### src/common/rht_pkg.sv
// Constants and types shared by the ride-height range teach sequencer.
// Assumes a single 20 MHz core clock and a millisecond timebase tick.
package rht_pkg;

  // ----------------------------------------------------------------
  // Clock and timebase
  // ----------------------------------------------------------------
  localparam int unsigned CLK_PERIOD_NS = 50;
  localparam int unsigned TICK_PERIOD_NS = 1000000;
  localparam int unsigned TICK_CYCLES = TICK_PERIOD_NS / CLK_PERIOD_NS;

  // ----------------------------------------------------------------
  // Sequence times in milliseconds (one tick each)
  // ----------------------------------------------------------------
  localparam int unsigned TIMER_W = 16;
  localparam logic [15:0] T_HOLD_MS         = 16'd5000;
  localparam logic [15:0] T_WAIT_MS         = 16'd60000;
  localparam logic [15:0] T_ACK_MS          = 16'd3000;
  localparam logic [15:0] T_FAIL_MS         = 16'd5000;
  localparam logic [15:0] T_SELECT_MS       = 16'd8000;
  localparam logic [15:0] T_PULSE_MS        = 16'd30;
  localparam logic [15:0] T_RESTORE_BLINK_MS = 16'd10000;
  localparam logic [15:0] T_CONFIRM_MS      = 16'd200;
  // A pulse of the least length may show one tick short after phase
  localparam logic [15:0] PULSE_ACCEPT_TICKS = T_PULSE_MS - 16'd1;
  // Blink half period is 256 ms
  localparam int unsigned BLINK_BIT = 8;

  // ----------------------------------------------------------------
  // Range in millimetres
  // ----------------------------------------------------------------
  localparam int unsigned POS_W = 10;
  localparam logic [9:0] RANGE_MIN_MM  = 10'd50;
  localparam logic [9:0] RANGE_MAX_MM  = 10'd500;
  localparam logic [9:0] SPAN_MIN_MM   = 10'd10;

  // ----------------------------------------------------------------
  // Sequencer states
  // ----------------------------------------------------------------
  typedef enum logic [3:0] {
    RHT_IDLE        = 4'h0,
    RHT_HOLD        = 4'h1,
    RHT_SELECT      = 4'h2,
    RHT_WAIT1       = 4'h3,
    RHT_HIGH1       = 4'h4,
    RHT_ACK1        = 4'h5,
    RHT_WAIT2       = 4'h6,
    RHT_HIGH2       = 4'h7,
    RHT_OK          = 4'h8,
    RHT_FAIL        = 4'h9,
    RHT_RST_BLINK   = 4'hA,
    RHT_RST_RELEASE = 4'hB,
    RHT_RST_LOW     = 4'hC
  } rht_state_type;

endpackage : rht_pkg

### src/rtl/rht_seq.sv
// Teach sequencer of a laser ride-height sensor: watches the teach pin,
// drives the indicator LED and keeps the measurement range.
// Assumes position_mm is the live distance, on core_clk, in millimetres.
`timescale 1ns/1ps
`default_nettype none

// Behaviour
// - Teach entered after five seconds held high
// - Sixty second wait after first position
// - Sixty second wait for first position
// - LED steady three seconds after first
// - LED steady three seconds on good range
// - LED blinks five seconds on bad range
// - Position pulses of thirty milliseconds accepted
// - Restore needs ten seconds of blinking held
// - Confirm level held 0.2 s before restore
// - Span at least 10 mm inside 50..500
// - Sequences accepted from idle only
module rht_seq
  import rht_pkg::*;
#(
  parameter int unsigned TICK_CYC = TICK_CYCLES
) (
  input  wire logic             core_clk,
  input  wire logic             rst,
  input  wire logic             teach_in,
  input  wire logic [POS_W-1:0] position_mm,
  output var  logic             led,
  output var  logic             teach_active,
  output var  logic [POS_W-1:0] range_lo_mm,
  output var  logic [POS_W-1:0] range_hi_mm,
  output var  logic             range_changed
);

  // ----------------------------------------------------------------
  // Range helpers
  // ----------------------------------------------------------------
  function automatic logic [POS_W-1:0] rht_lower(input logic [POS_W-1:0] a, input logic [POS_W-1:0] b);
    rht_lower = (a < b) ? a : b;
  endfunction : rht_lower

  function automatic logic [POS_W-1:0] rht_upper(input logic [POS_W-1:0] a, input logic [POS_W-1:0] b);
    rht_upper = (a < b) ? b : a;
  endfunction : rht_upper

  function automatic logic rht_span_ok(input logic [POS_W-1:0] a, input logic [POS_W-1:0] b);
    logic [POS_W-1:0] lo;
    logic [POS_W-1:0] hi;
    lo = rht_lower(a, b);
    hi = rht_upper(a, b);
    rht_span_ok = (lo >= RANGE_MIN_MM) && (hi <= RANGE_MAX_MM) && ((hi - lo) >= SPAN_MIN_MM);
  endfunction : rht_span_ok

  // ----------------------------------------------------------------
  // State
  // ----------------------------------------------------------------
  typedef struct packed {
    logic               sync1;
    logic               sync2;
    rht_state_type      st;
    logic [TIMER_W-1:0] timer;
    logic [POS_W-1:0]   pos1;
    logic [POS_W-1:0]   lo;
    logic [POS_W-1:0]   hi;
    logic               led;
    logic               active;
    logic               changed;
  } rht_seq_type;

  localparam rht_seq_type RESET_VALUE = '{
    sync1:   1'b0,
    sync2:   1'b0,
    st:      RHT_IDLE,
    timer:   '0,
    pos1:    '0,
    lo:      RANGE_MIN_MM,
    hi:      RANGE_MAX_MM,
    led:     1'b0,
    active:  1'b0,
    changed: 1'b0
  };

  rht_seq_type r;
  rht_seq_type next_r;
  logic        tick;
  logic        pin;

  // ----------------------------------------------------------------
  // Timebase
  // ----------------------------------------------------------------
  rht_tick #(
    .CYCLES (TICK_CYC)
  ) u_tick (
    .core_clk (core_clk),
    .rst      (rst),
    .tick     (tick)
  );

  // Outputs straight from the state register
  assign pin           = r.sync2;
  assign led           = r.led;
  assign teach_active  = r.active;
  assign range_lo_mm   = r.lo;
  assign range_hi_mm   = r.hi;
  assign range_changed = r.changed;

  // ----------------------------------------------------------------
  // Sequencer
  // ----------------------------------------------------------------
  // Timer counts ticks in the current state and restarts on each move except into RHT_IDLE, RHT_RST_BLINK and RHT_RST_RELEASE
  always_comb begin
    next_r = r;
    next_r.sync1 = teach_in;
    next_r.sync2 = r.sync1;
    next_r.changed = 1'b0;
    if (tick && (r.timer != {TIMER_W{1'b1}})) begin
      next_r.timer = r.timer + 16'h0001;
    end
    unique case (r.st)
      RHT_IDLE: begin
        next_r.led = 1'b0;
        next_r.active = 1'b0;
        if (pin) begin
          next_r.st = RHT_HOLD;
          next_r.timer = '0;
        end
      end
      RHT_HOLD: begin
        if (!pin) begin
          next_r.st = RHT_IDLE;
        end else if (r.timer >= T_HOLD_MS) begin
          next_r.st = RHT_SELECT;
          next_r.timer = '0;
          next_r.active = 1'b1;
        end
      end
      RHT_SELECT: begin
        next_r.led = r.timer[BLINK_BIT];
        if (!pin) begin
          next_r.st = RHT_WAIT1;
          next_r.timer = '0;
          next_r.led = 1'b0;
        end else if (r.timer >= T_SELECT_MS) begin
          next_r.st = RHT_RST_BLINK;
        end
      end
      RHT_WAIT1, RHT_WAIT2: begin
        next_r.led = 1'b0;
        if (pin) begin
          next_r.st = (r.st == RHT_WAIT1) ? RHT_HIGH1 : RHT_HIGH2;
          next_r.timer = '0;
        end else if (r.timer >= T_WAIT_MS) begin
          next_r.st = RHT_IDLE;
        end
      end
      RHT_HIGH1: begin
        if (!pin) begin
          next_r.timer = '0;
          if (r.timer >= PULSE_ACCEPT_TICKS) begin
            next_r.st = RHT_ACK1;
            next_r.pos1 = position_mm;
            next_r.led = 1'b1;
          end else begin
            next_r.st = RHT_WAIT1;
          end
        end
      end
      RHT_ACK1: begin
        if (r.timer >= T_ACK_MS) begin
          next_r.st = RHT_WAIT2;
          next_r.timer = '0;
          next_r.led = 1'b0;
        end
      end
      RHT_HIGH2: begin
        if (!pin) begin
          next_r.timer = '0;
          if (r.timer < PULSE_ACCEPT_TICKS) begin
            next_r.st = RHT_WAIT2;
          end else if (rht_span_ok(r.pos1, position_mm)) begin
            next_r.st = RHT_OK;
            next_r.led = 1'b1;
            next_r.lo = rht_lower(r.pos1, position_mm);
            next_r.hi = rht_upper(r.pos1, position_mm);
            next_r.changed = 1'b1;
          end else begin
            next_r.st = RHT_FAIL;
          end
        end
      end
      RHT_OK: begin
        if (r.timer >= T_ACK_MS) begin
          next_r.st = RHT_IDLE;
        end
      end
      RHT_FAIL: begin
        next_r.led = ~r.timer[BLINK_BIT];
        if (r.timer >= T_FAIL_MS) begin
          next_r.st = RHT_IDLE;
        end
      end
      RHT_RST_BLINK: begin
        next_r.led = r.timer[BLINK_BIT];
        if (!pin) begin
          next_r.st = RHT_IDLE;
        end else if (r.timer >= T_RESTORE_BLINK_MS) begin
          next_r.st = RHT_RST_RELEASE;
          next_r.led = 1'b0;
        end
      end
      RHT_RST_RELEASE: begin
        if (!pin) begin
          next_r.st = RHT_RST_LOW;
          next_r.timer = '0;
        end
      end
      RHT_RST_LOW: begin
        if (pin) begin
          next_r.st = RHT_IDLE;
        end else if (r.timer >= T_CONFIRM_MS) begin
          next_r.st = RHT_IDLE;
          next_r.lo = RANGE_MIN_MM;
          next_r.hi = RANGE_MAX_MM;
          next_r.changed = 1'b1;
        end
      end
      default: begin
        next_r.st = RHT_IDLE;
      end
    endcase
  end

  // State register
  always_ff @(posedge core_clk or posedge rst) begin
    if (rst) begin
      r <= RESET_VALUE;
    end else begin
      r <= next_r;
    end
  end

endmodule : rht_seq
`default_nettype wire

### src/rtl/rht_tick.sv
// Timebase divider: one-cycle enable pulse every CYCLES clocks.
// Assumes core_clk is the only clock and rst is asynchronous, active high.
`timescale 1ns/1ps
`default_nettype none
module rht_tick
  import rht_pkg::*;
#(
  parameter int unsigned CYCLES = TICK_CYCLES
) (
  input  wire logic core_clk,
  input  wire logic rst,
  output var  logic tick
);

  // ----------------------------------------------------------------
  // Parameter check
  // ----------------------------------------------------------------
  if (CYCLES < 2 || CYCLES > 65536) begin : g_bad_cycles
    $error("rht_tick: CYCLES must lie in 2..65536");
  end

  typedef struct packed {
    logic [15:0] count;
    logic        tick;
  } rht_tick_type;

  rht_tick_type r;
  rht_tick_type next_r;

  localparam logic [15:0] LAST = 16'(CYCLES - 1);

  assign tick = r.tick;

  // Count up the period and pulse at its end
  always_comb begin
    next_r = r;
    next_r.tick = 1'b0;
    if (r.count == LAST) begin
      next_r.count = 16'h0000;
      next_r.tick = 1'b1;
    end else begin
      next_r.count = r.count + 16'h0001;
    end
  end

  // State register
  always_ff @(posedge core_clk or posedge rst) begin
    if (rst) begin
      r <= '0;
    end else begin
      r <= next_r;
    end
  end

endmodule : rht_tick
`default_nettype wire

### config.mk
export PLATFORM = sky130hd
export DESIGN_NAME = rht_seq
export DESIGN_NICKNAME = d
export VERILOG_FILES = /design/src/common/rht_pkg.sv /design/src/rtl/rht_seq.sv /design/src/rtl/rht_tick.sv
export SDC_FILE = /design/constraint.sdc
export NUM_CORES = 1
export LEC_CHECK = 0
export ABC_AREA = 1
export BUFFER_PORTS_ARGS = -buffer_cell sky130_fd_sc_hd__buf_2
export CORE_AREA = 2 2 101 103
export CTS_CLUSTER_SIZE = 12
export DETAILED_ROUTE_END_ITERATION = 8
export DIE_AREA = 0 0 103 105
export PLACE_DENSITY = 0.72
export REMOVE_ABC_BUFFERS = 1
export SYNTH_ARGS = -nofsm -noshare
export SYNTH_HDL_FRONTEND = slang
export SYNTH_HIERARCHICAL = 1
export SYNTH_SLANG_ARGS = --single-unit
### constraint.sdc
create_clock -name core_clk -period 5.75 [get_ports core_clk]
set_clock_uncertainty 0.05 [all_clocks]
set_input_delay 0.575 -clock core_clk [delete_from_list [all_inputs] [get_ports core_clk]]
set_output_delay 0.575 -clock core_clk [all_outputs]
set_load 0.01 [all_outputs]
==> results of run 1 <==
[cell type report]
| class | instances | area [sq um] |
|---|---|---|
| Clock buffer | 9 | 124 |
| Multi-Input combinational cell | 528 | 2650 |
| Tap cell | 133 | 166 |
| Fill cell | 957 | 4130 |
| Clock inverter | 7 | 61.3 |
| Timing Repair Buffer | 37 | 190 |
| Inverter | 133 | 504 |
| Sequential cell | 72 | 1810 |
[per-layer routing]
layer / global-route usage [%] / up-vias
met2: 37.8 / 122
met4: 7.33 / 0
met3: 5.95 / 17
met5: 0 / -
met1: 32.6 / 2170
li1: - / 2429
[power groups by stage]
stage	Sequential, mW	Clock, mW	Combinational (mW)
floorplan	0.531	0	0.149
global placement	0.532	0	0.201
detailed placement	0.532	0	0.203
CTS	0.522	0.410	0.204
global route	0.523	0.429	0.236
finish	0.522	0.392	0.203
[cells by family after synthesis]
logic type                 synth area share, %
DFF                                       34.8
xor gates and xnor gates                  1.51
AOI/OAI and AO/OA                         9.07
adders and majority gates                 3.60
and+or+nand+nor                           36.6
buffers and inverters                     14.5
[placed cells by master (no fill, tap or decap), types with 2 or more instances in the layout]
master	synthesis	routed
sky130_fd_sc_hd__nand2_1	212	212
sky130_fd_sc_hd__inv_1	128	127
sky130_fd_sc_hd__nor2_1	78	78
sky130_fd_sc_hd__dfrtp_1	63	63
sky130_fd_sc_hd__nand3_1	56	56
sky130_fd_sc_hd__buf_2	2	35
sky130_fd_sc_hd__o21ai_0	34	34
sky130_fd_sc_hd__nand2_2	20	20
sky130_fd_sc_hd__nand4_1	20	20
sky130_fd_sc_hd__a21oi_1	18	18
sky130_fd_sc_hd__ha_1	15	15
sky130_fd_sc_hd__nor3_1	13	13
sky130_fd_sc_hd__clkbuf_8	0	9
sky130_fd_sc_hd__dfstp_2	9	9
sky130_fd_sc_hd__xor2_1	8	8
sky130_fd_sc_hd__inv_2	4	5
sky130_fd_sc_hd__o21ai_1	5	5
sky130_fd_sc_hd__nand3b_1	5	5
sky130_fd_sc_hd__a211oi_1	5	5
sky130_fd_sc_hd__nor2_4	4	4
sky130_fd_sc_hd__nand3_2	4	4
sky130_fd_sc_hd__nor4_1	4	4
sky130_fd_sc_hd__inv_6	1	4
sky130_fd_sc_hd__nor2_2	3	3
sky130_fd_sc_hd__o22ai_1	3	3
sky130_fd_sc_hd__nand3_4	2	2
sky130_fd_sc_hd__o21ai_2	2	2
sky130_fd_sc_hd__o31ai_1	2	2
sky130_fd_sc_hd__o211ai_1	2	2
sky130_fd_sc_hd__a311oi_1	2	2
sky130_fd_sc_hd__clkinvlp_4	0	2
sky130_fd_sc_hd__buf_4	22	2
[critical path, stage by stage, from the launching register on]
cell	delay, ps
sky130_fd_sc_hd__dfrtp_1	420
sky130_fd_sc_hd__ha_1	370
sky130_fd_sc_hd__nand2_1	110
sky130_fd_sc_hd__nand2_1	80
sky130_fd_sc_hd__a21oi_4	320
sky130_fd_sc_hd__nand3_4	330
sky130_fd_sc_hd__o21ai_2	290
sky130_fd_sc_hd__nand2_2	110
sky130_fd_sc_hd__ha_1	190
sky130_fd_sc_hd__inv_1	80
sky130_fd_sc_hd__nand2_2	70
sky130_fd_sc_hd__nand2_1	70
sky130_fd_sc_hd__nand2_1	70
sky130_fd_sc_hd__nand2_1	90
sky130_fd_sc_hd__nand2_1	60
sky130_fd_sc_hd__nand2_1	60
sky130_fd_sc_hd__nand3_1	80
sky130_fd_sc_hd__nor2_2	110
sky130_fd_sc_hd__nand2_2	80
sky130_fd_sc_hd__nand3_2	80
sky130_fd_sc_hd__nand2_4	150
sky130_fd_sc_hd__inv_6	180
sky130_fd_sc_hd__nand2_1	70
sky130_fd_sc_hd__nand2_1	70
[registers in the layout, summed over array words and instances (netlist names)]
register and cells:
r 30, u_tick/r 16, range_hi_mm 10, range_lo_mm 10, led 1, next_r 1
pin 1, range_changed 1, teach_active 1, u_tick/tick 1
[through the flow]
stage	cells	hold WS, ps	utilization (%)	instance area [sq um]
6_report	919	236	57.1	5510
5_1_grt	919	245	57.1	5510
4_1_cts	919	247	57.1	5510
3_5_place_dp	903	300	55.2	5320
3_3_place_gp	903	294	55.2	5320
2_1_floorplan	733	281	-	4970
[worst max path at each step]
stage                    from              to  cells after the start
2_1_floorplan  position_mm[9]  range_hi_mm[1]                     24
3_3_place_gp   position_mm[7]  range_lo_mm[0]                     25
3_5_place_dp   position_mm[7]  range_lo_mm[0]                     25
4_1_cts                 r[30]  range_lo_mm[9]                     23
5_1_grt                 r[32]  range_hi_mm[8]                     23
6_report                r[30]  range_hi_mm[2]                     23
==> results.md, run 1 <==
* Most frequent cells after synthesis: sky130_fd_sc_hd__nand2_1 (212), sky130_fd_sc_hd__inv_1 (128), sky130_fd_sc_hd__nor2_1 (78)
* Number of rows in the core area at 36
* Post-cts sizing count at 0
* Switch Pwr at between 0.3 and 0.4 mW
* Relative contribution of the clock network to total power at about a third
* CTS clk-pin slew, worst paths at approximately 90 ps
* Worst path arrival time at about 3900 ps
* Proportion of register bits with asynchronous set or reset after synthesis at between 90% and 100%
* Sum of met2 wire segment lengths after detailed routing at about 5700 microns
* Area added between synthesis and finish at 5.59%
* CTS root buf: sky130_fd_sc_hd__clkbuf_8
* Result of the run: complete, no violations
* Ys flop type: sky130_fd_sc_hd__dfrtp_1
* Die outline width at ~100 microns
* Initial antenna violation count at 0
* Starting density of the core at ~54%
* Hold buffers post-CTS at 0
* Remaining antenna violation count after routing at 0
* # IOs at 36
* Maximum number of pins on one net before global-route repair at between 50 and 60
* Detailed-route wire length per cell at between 10 and 15 microns
* Power after layout at between 1 and 1.5 mW
* Clk buf depth at 2
* Die Footprint at around 0.011 sq mm
* Sequential fraction of the synthesis area at approximately a third
* Ranking of synthesized cells by area: sky130_fd_sc_hd__dfrtp_1 (30%), sky130_fd_sc_hd__nand2_1 (15%), sky130_fd_sc_hd__inv_1 (9.2%)
* Worst hold path class: in -> async
* CTS tree: done
* Global-route wire length before repair at between 20,000 and 25,000 microns
* Number of global-route vias before repair at around 4,400
* Actual transition at the worst max-transition pin at approximately 690 ps
* Number of levels in the clock H-tree at 3
* Most instantiated library cell after synthesis: sky130_fd_sc_hd__nand2_1
* R2R setup slack at roughly 2100 ps
* DR pass1 iterations at 7
* GR Overflow Total at 0
* Die height at about 110 microns
* Number of clock buffers inserted by TritonCTS at 9
* Maximum capacitance violations at 0
* Sw Ratio at around a third
* Cells on worst reg2reg path at 23
* Number of standard cells after synthesis at 769
* Smallest setup slack after layout at 2110 ps
* Yosys synthesis warning count at 6
* Flop and latch count out of synthesis at 72
* Global-route total usage across every layer at around 24%
* Number of endpoints with negative hold slack in the final report at 0
* Dpl hpwl at approximately 9000 microns
* Setup Fix Bufs, Post-CTS at 0
* RSZ-0062 raised after global routing: false
* Number of flops mapped to enable cells by yosys at 0
* DR DRC count at 0
* Pins Over Slew Limit at 0
* Detailed-route vias per instance at 5.16
* Post-layout net count at 809
* Worst Setup Slack post-DPL at about 1800 ps
* Max VDD drop at ~0.16 mV
* Mean Syn Cell Area at 6.78 sq um
* CP Class: reg -> reg
* Routed length on met1 at around 5500 microns
* Area fraction of the dominant cell type after synthesis at between 30% and 40%
* Length of routed met3 wiring at around 570 microns
* WL final at ~12,000 microns
* Total inserted antenna cells at 0
* Layout cell share with drive strength beyond 1 at 13.5%
* Critical path required time at 6020 ps
* Combinational Power Share at a little under a fifth
* Top fanout value on the critical path at 31
* LEAKAGE at approximately 3.1 nW
* Core area at 0.00964 sq mm
* Setup TNS at 0 ps
* Final period demand of the worst path at 3640 ps
* R2R Path Start: r[30]
* Relative contribution of sequential cells to total power at around 47%
* Biggest area consumer among synthesized cells: sky130_fd_sc_hd__dfrtp_1
* Final number of setup-violating endpoints at 0
* Count of buffers from port buffering at 35
* Startpoint type of the worst setup path: flop
* Maximum clock frequency at ~270 MHz
* Initial detailed-routing violation count at 210
* Uppermost signal routing layer after detailed routing: met4
* Clock insertion delay at the later pin of the skew report at about 380 ps
* Count of clock tree sinks at around 70
* Total via count in the routed design at between 4,000 and 5,000
* Slew margin rel. at 54.0%
* Post-synth cell types at 43
* Design internal power at approximately 0.74 mW
* Global placer's final weighted congestion at just over 0.9
* Ratio of final minimum period to clock period at a little over three fifths
* Area of the mapped netlist at approximately 0.0052 sq mm
* Pwr/cell area at between 200 and 250 mW/mm^2
* Critical Path End Type: flop
* Critical R2R Capture: range_hi_mm[2]
No activity file was read; power rests on OpenSTA's default activity.
==> run 2, diff against run 1 <==
--- a/config.mk
+++ b/config.mk
@@ -11,7 +11,7 @@
 export CTS_CLUSTER_SIZE = 12
 export DETAILED_ROUTE_END_ITERATION = 8
 export DIE_AREA = 0 0 103 105
-export PLACE_DENSITY = 0.72
+export PLACE_DENSITY = 0.75
 export REMOVE_ABC_BUFFERS = 1
 export SYNTH_ARGS = -nofsm -noshare
 export SYNTH_HDL_FRONTEND = slang
==> constraint.sdc (replaced) <==
create_clock -name core_clk -period 3.09 [get_ports core_clk]
set_clock_uncertainty 0.05 [all_clocks]
set_input_delay 0.309 -clock core_clk [delete_from_list [all_inputs] [get_ports core_clk]]
set_output_delay 0.309 -clock core_clk [all_outputs]
set_load 0.01 [all_outputs]
==> run 2 against run 1 <==
Count of clock-buffer cells in the layout is 1 higher. Hold slack worse by 28 ps. Core utilization up 7.7 points. First-iteration DRC count shrank 4.8%. Clock power rose by 120%. Critical path depth up 1. Final cell count grew 5.4%. Power up 110%. Non-clock buffer count grew 48. Combinational power is 140% higher. Highest routed layer unchanged.
==> results.md, run 2 (synthesized netlist as in run 1, its figures left out) <==
* Result of the run: complete, no violations
* DR pass1 iterations at 5 (-2)
* Fin util at 64.9% (+7.7 points)
* Number of levels in the clock H-tree at 3 (unchanged)
* Buffers and inverters on the worst path at 2 (unchanged)
* Largest registers: r: 30 flops, u_tick/r: 16 flops
* Largest stage delay, worst path at 430 ps (about the same)
* Slowest cell on the critical path: sky130_fd_sc_hd__dfrtp_1
* Critical path required time at 3300 ps (-2720 ps)
* LEAKAGE at 3.41 nW (+9.6%)
* Die height at 105 microns (unchanged)
* Slew margin rel. at 54.5% (+0.52 points)
* Power after layout at 2.32 mW (+110%)
* WL final at 13,400 microns (+12%)
* Maximum clock frequency at 324 MHz (+18%)
* Maximum number of pins on one net before global-route repair at 34 (-39%)
* Post-layout net count at 859 (+6.2%)
* Smallest setup slack after layout at 2.84 ps (-2110 ps)
* Die Footprint at 0.0108 sq mm (unchanged)
* Detailed-route wire length per cell at 13.8 microns (+6.2%)
* Initial detailed-routing violation count at 200 (-4.8%)
* Number of endpoints with negative hold slack in the final report at 0 (unchanged)
* Number of rows in the core area at 36 (unchanged)
* Count of clock tree sinks at 72 (unchanged)
* Met3 layer usage reported by global route at 6.35% (+0.40 points)
* Clk buf depth at 2 (unchanged)
* Total inserted antenna cells at 0 (unchanged)
* Number of clock buffers inserted by TritonCTS at 9 (unchanged)
* CTS clk-pin slew, worst paths at 90 ps (about the same)
* Dpl hpwl at 9340 microns (+4.0%)
* Global placer's final weighted congestion at 0.955 (+2.3%)
* Most common cell after layout, fill and taps aside: sky130_fd_sc_hd__nand2_1
* Critical Path, Cell by Cell: ha_1 > nand2_2 > nor2_4 > nand3_4 > nand3_4 > nand2_2 > o21ai_4 > nand2_2 > ha_4 > inv_2 > nand2_2 > nand2_2 > nand2_2 > nand2_2 > nand2_1 > nand2_1 > nand3_2 > nor2_2 > nand2_2 > nand3_4 > buf_6 > nand2_8 > nand2_2 > nand2_1
* Clock insertion delay at the later pin of the skew report at 380 ps (about the same)
* Number of global-route vias before repair at 4,558 (+2.6%)
* Die outline width at 103 microns (unchanged)
* DR DRC count at 0 (unchanged)
* Global-route wire length before repair at 20,700 microns (-0.33%)
* Worst Setup Slack post-DPL at -62.6 ps (-1890 ps)
* Fillcell total at 841 (-12%)
* Top Family by Delay on Critical Path: simple AND/OR/NAND/NOR gates
* RSZ-0062 raised after global routing: true
* Pwr/cell area at 372 mW/mm^2 (+83%)
* Detailed-route vias per instance at 5.26 (+2.1%)
* Max VDD drop at 0.362 mV (+130%)
* CTS root buf: sky130_fd_sc_hd__clkbuf_8
* Met1 track demand over resource at 31.6% (-0.98 points)
* Critical Path End Type: flop
* Setup TNS at 0 ps (unchanged)
* Final number of setup-violating endpoints at 0 (unchanged)
* Flip-flop count of the largest register, all copies and words added at 30 (unchanged)
* Startpoint type of the worst setup path: flop
* GR Overflow Total at 0 (unchanged)
* Remaining antenna violation count after routing at 0 (unchanged)
* Maximum capacitance violations at 0 (unchanged)
* Pins Over Slew Limit at 0 (unchanged)
* Worst hold path class: in -> reg
* Final period demand of the worst path at 3090 ps (-552 ps)
* Global-route total usage across every layer at 24.2% (+0.085 points)
* Met2 track demand over resource in global routing at 38.3% (+0.51 points)
* Initial antenna violation count at 0 (unchanged)
* Core area at 0.00964 sq mm (unchanged)
* Layout cell share with drive strength beyond 1 at 24.5% (+11 points)
* Largest Register: r
* Top fanout value on the critical path at 6 (-81%)
* CTS tree: done
* Leading cell types in the layout, fill and taps excluded: sky130_fd_sc_hd__nand2_1 (189), sky130_fd_sc_hd__inv_1 (124), sky130_fd_sc_hd__nor2_1 (77)
* Most Crowded Layer GR: met2
* Count of buffers from port buffering at 35 (unchanged)
* Worst path arrival time at 3300 ps (-610 ps)
* Total via count in the routed design at 5,099 (+7.6%)
* CP Class: reg -> reg
* Starting density of the core at 54.1% (unchanged)
* CP dominant cell by count: sky130_fd_sc_hd__nand2_2
* Ratio of final minimum period to clock period at 99.9% (+37 points)
* # IOs at 36 (unchanged)
* Area added between synthesis and finish at 19.9%
* Actual transition at the worst max-transition pin at 682 ps (-8.85 ps)
==> run 2: cell type report <==
cell class	instances	area (sq um)	area share, %
inverter	133	512	8.18
timing repair buffer	85	583	9.32
sequential	72	1820	29.0
multi-input combinational	530	2960	47.3
tap	133	166	2.66
clock inverter	6	92.6	1.48
clock buffer	10	128	2.04
==> run 2: path summary, 6_finish.rpt <==
kind	start	to	slack, ps	depth (start not counted)
min reg2reg	next_r[53]	pin	310	0
max	r[25]	range_lo_mm[9]	3	24
max in group asynchronous	rst	range_lo_mm[5]	1740	4
min	position_mm[2]	r[25]	210	3
max reg2reg	r[25]	range_lo_mm[9]	3	24
min in group asynchronous	rst	u_tick/r[16]	530	3
==> run 2: repair_timing <==
action | 4_1_cts | 5_1_grt
cloned | 0 | 2
setup buffers | 0 | 17
hold buffers | 2 | 0
pin swaps | 0 | 38
hold endpoints to repair | 25 | 0
gates resized for setup | 2 | 74
setup endpoints to repair | 19 | 23
==> run 2: metrics by stage <==
| step | std cells | hold WS, ps | instance area, sq um |
|---|---|---|---|
| final | 969 | 207 | 6250 |
| after global routing | 969 | 209 | 6250 |
| after CTS | 950 | 177 | 5790 |
| after detailed placement | 932 | 291 | 5540 |
| after global placement | 932 | 295 | 5540 |
| after floorplan | 733 | 185 | 4970 |
==> run 2: metal layers <==
metal,up-vias,part of all wire [%]
met5,-,0
met4,0,2.6
met3,35,5.1
met2,144,48
met1,2387,44
li1,2533,-
==> run 2: worst min-delay path: stages <==
cell,delay (ps)
sky130_fd_sc_hd__buf_2,100
sky130_fd_sc_hd__inv_1,90
sky130_fd_sc_hd__o21ai_0,90
==> run 2: where the power goes <==
group / leakage [nW] / total [mW] / internal [mW] / switching [mW]
Combinational: 2.40 / 0.495 / 0.182 / 0.313
Clock: 0.103 / 0.860 / 0.459 / 0.402
Sequential: 0.902 / 0.969 / 0.958 / 0.0110
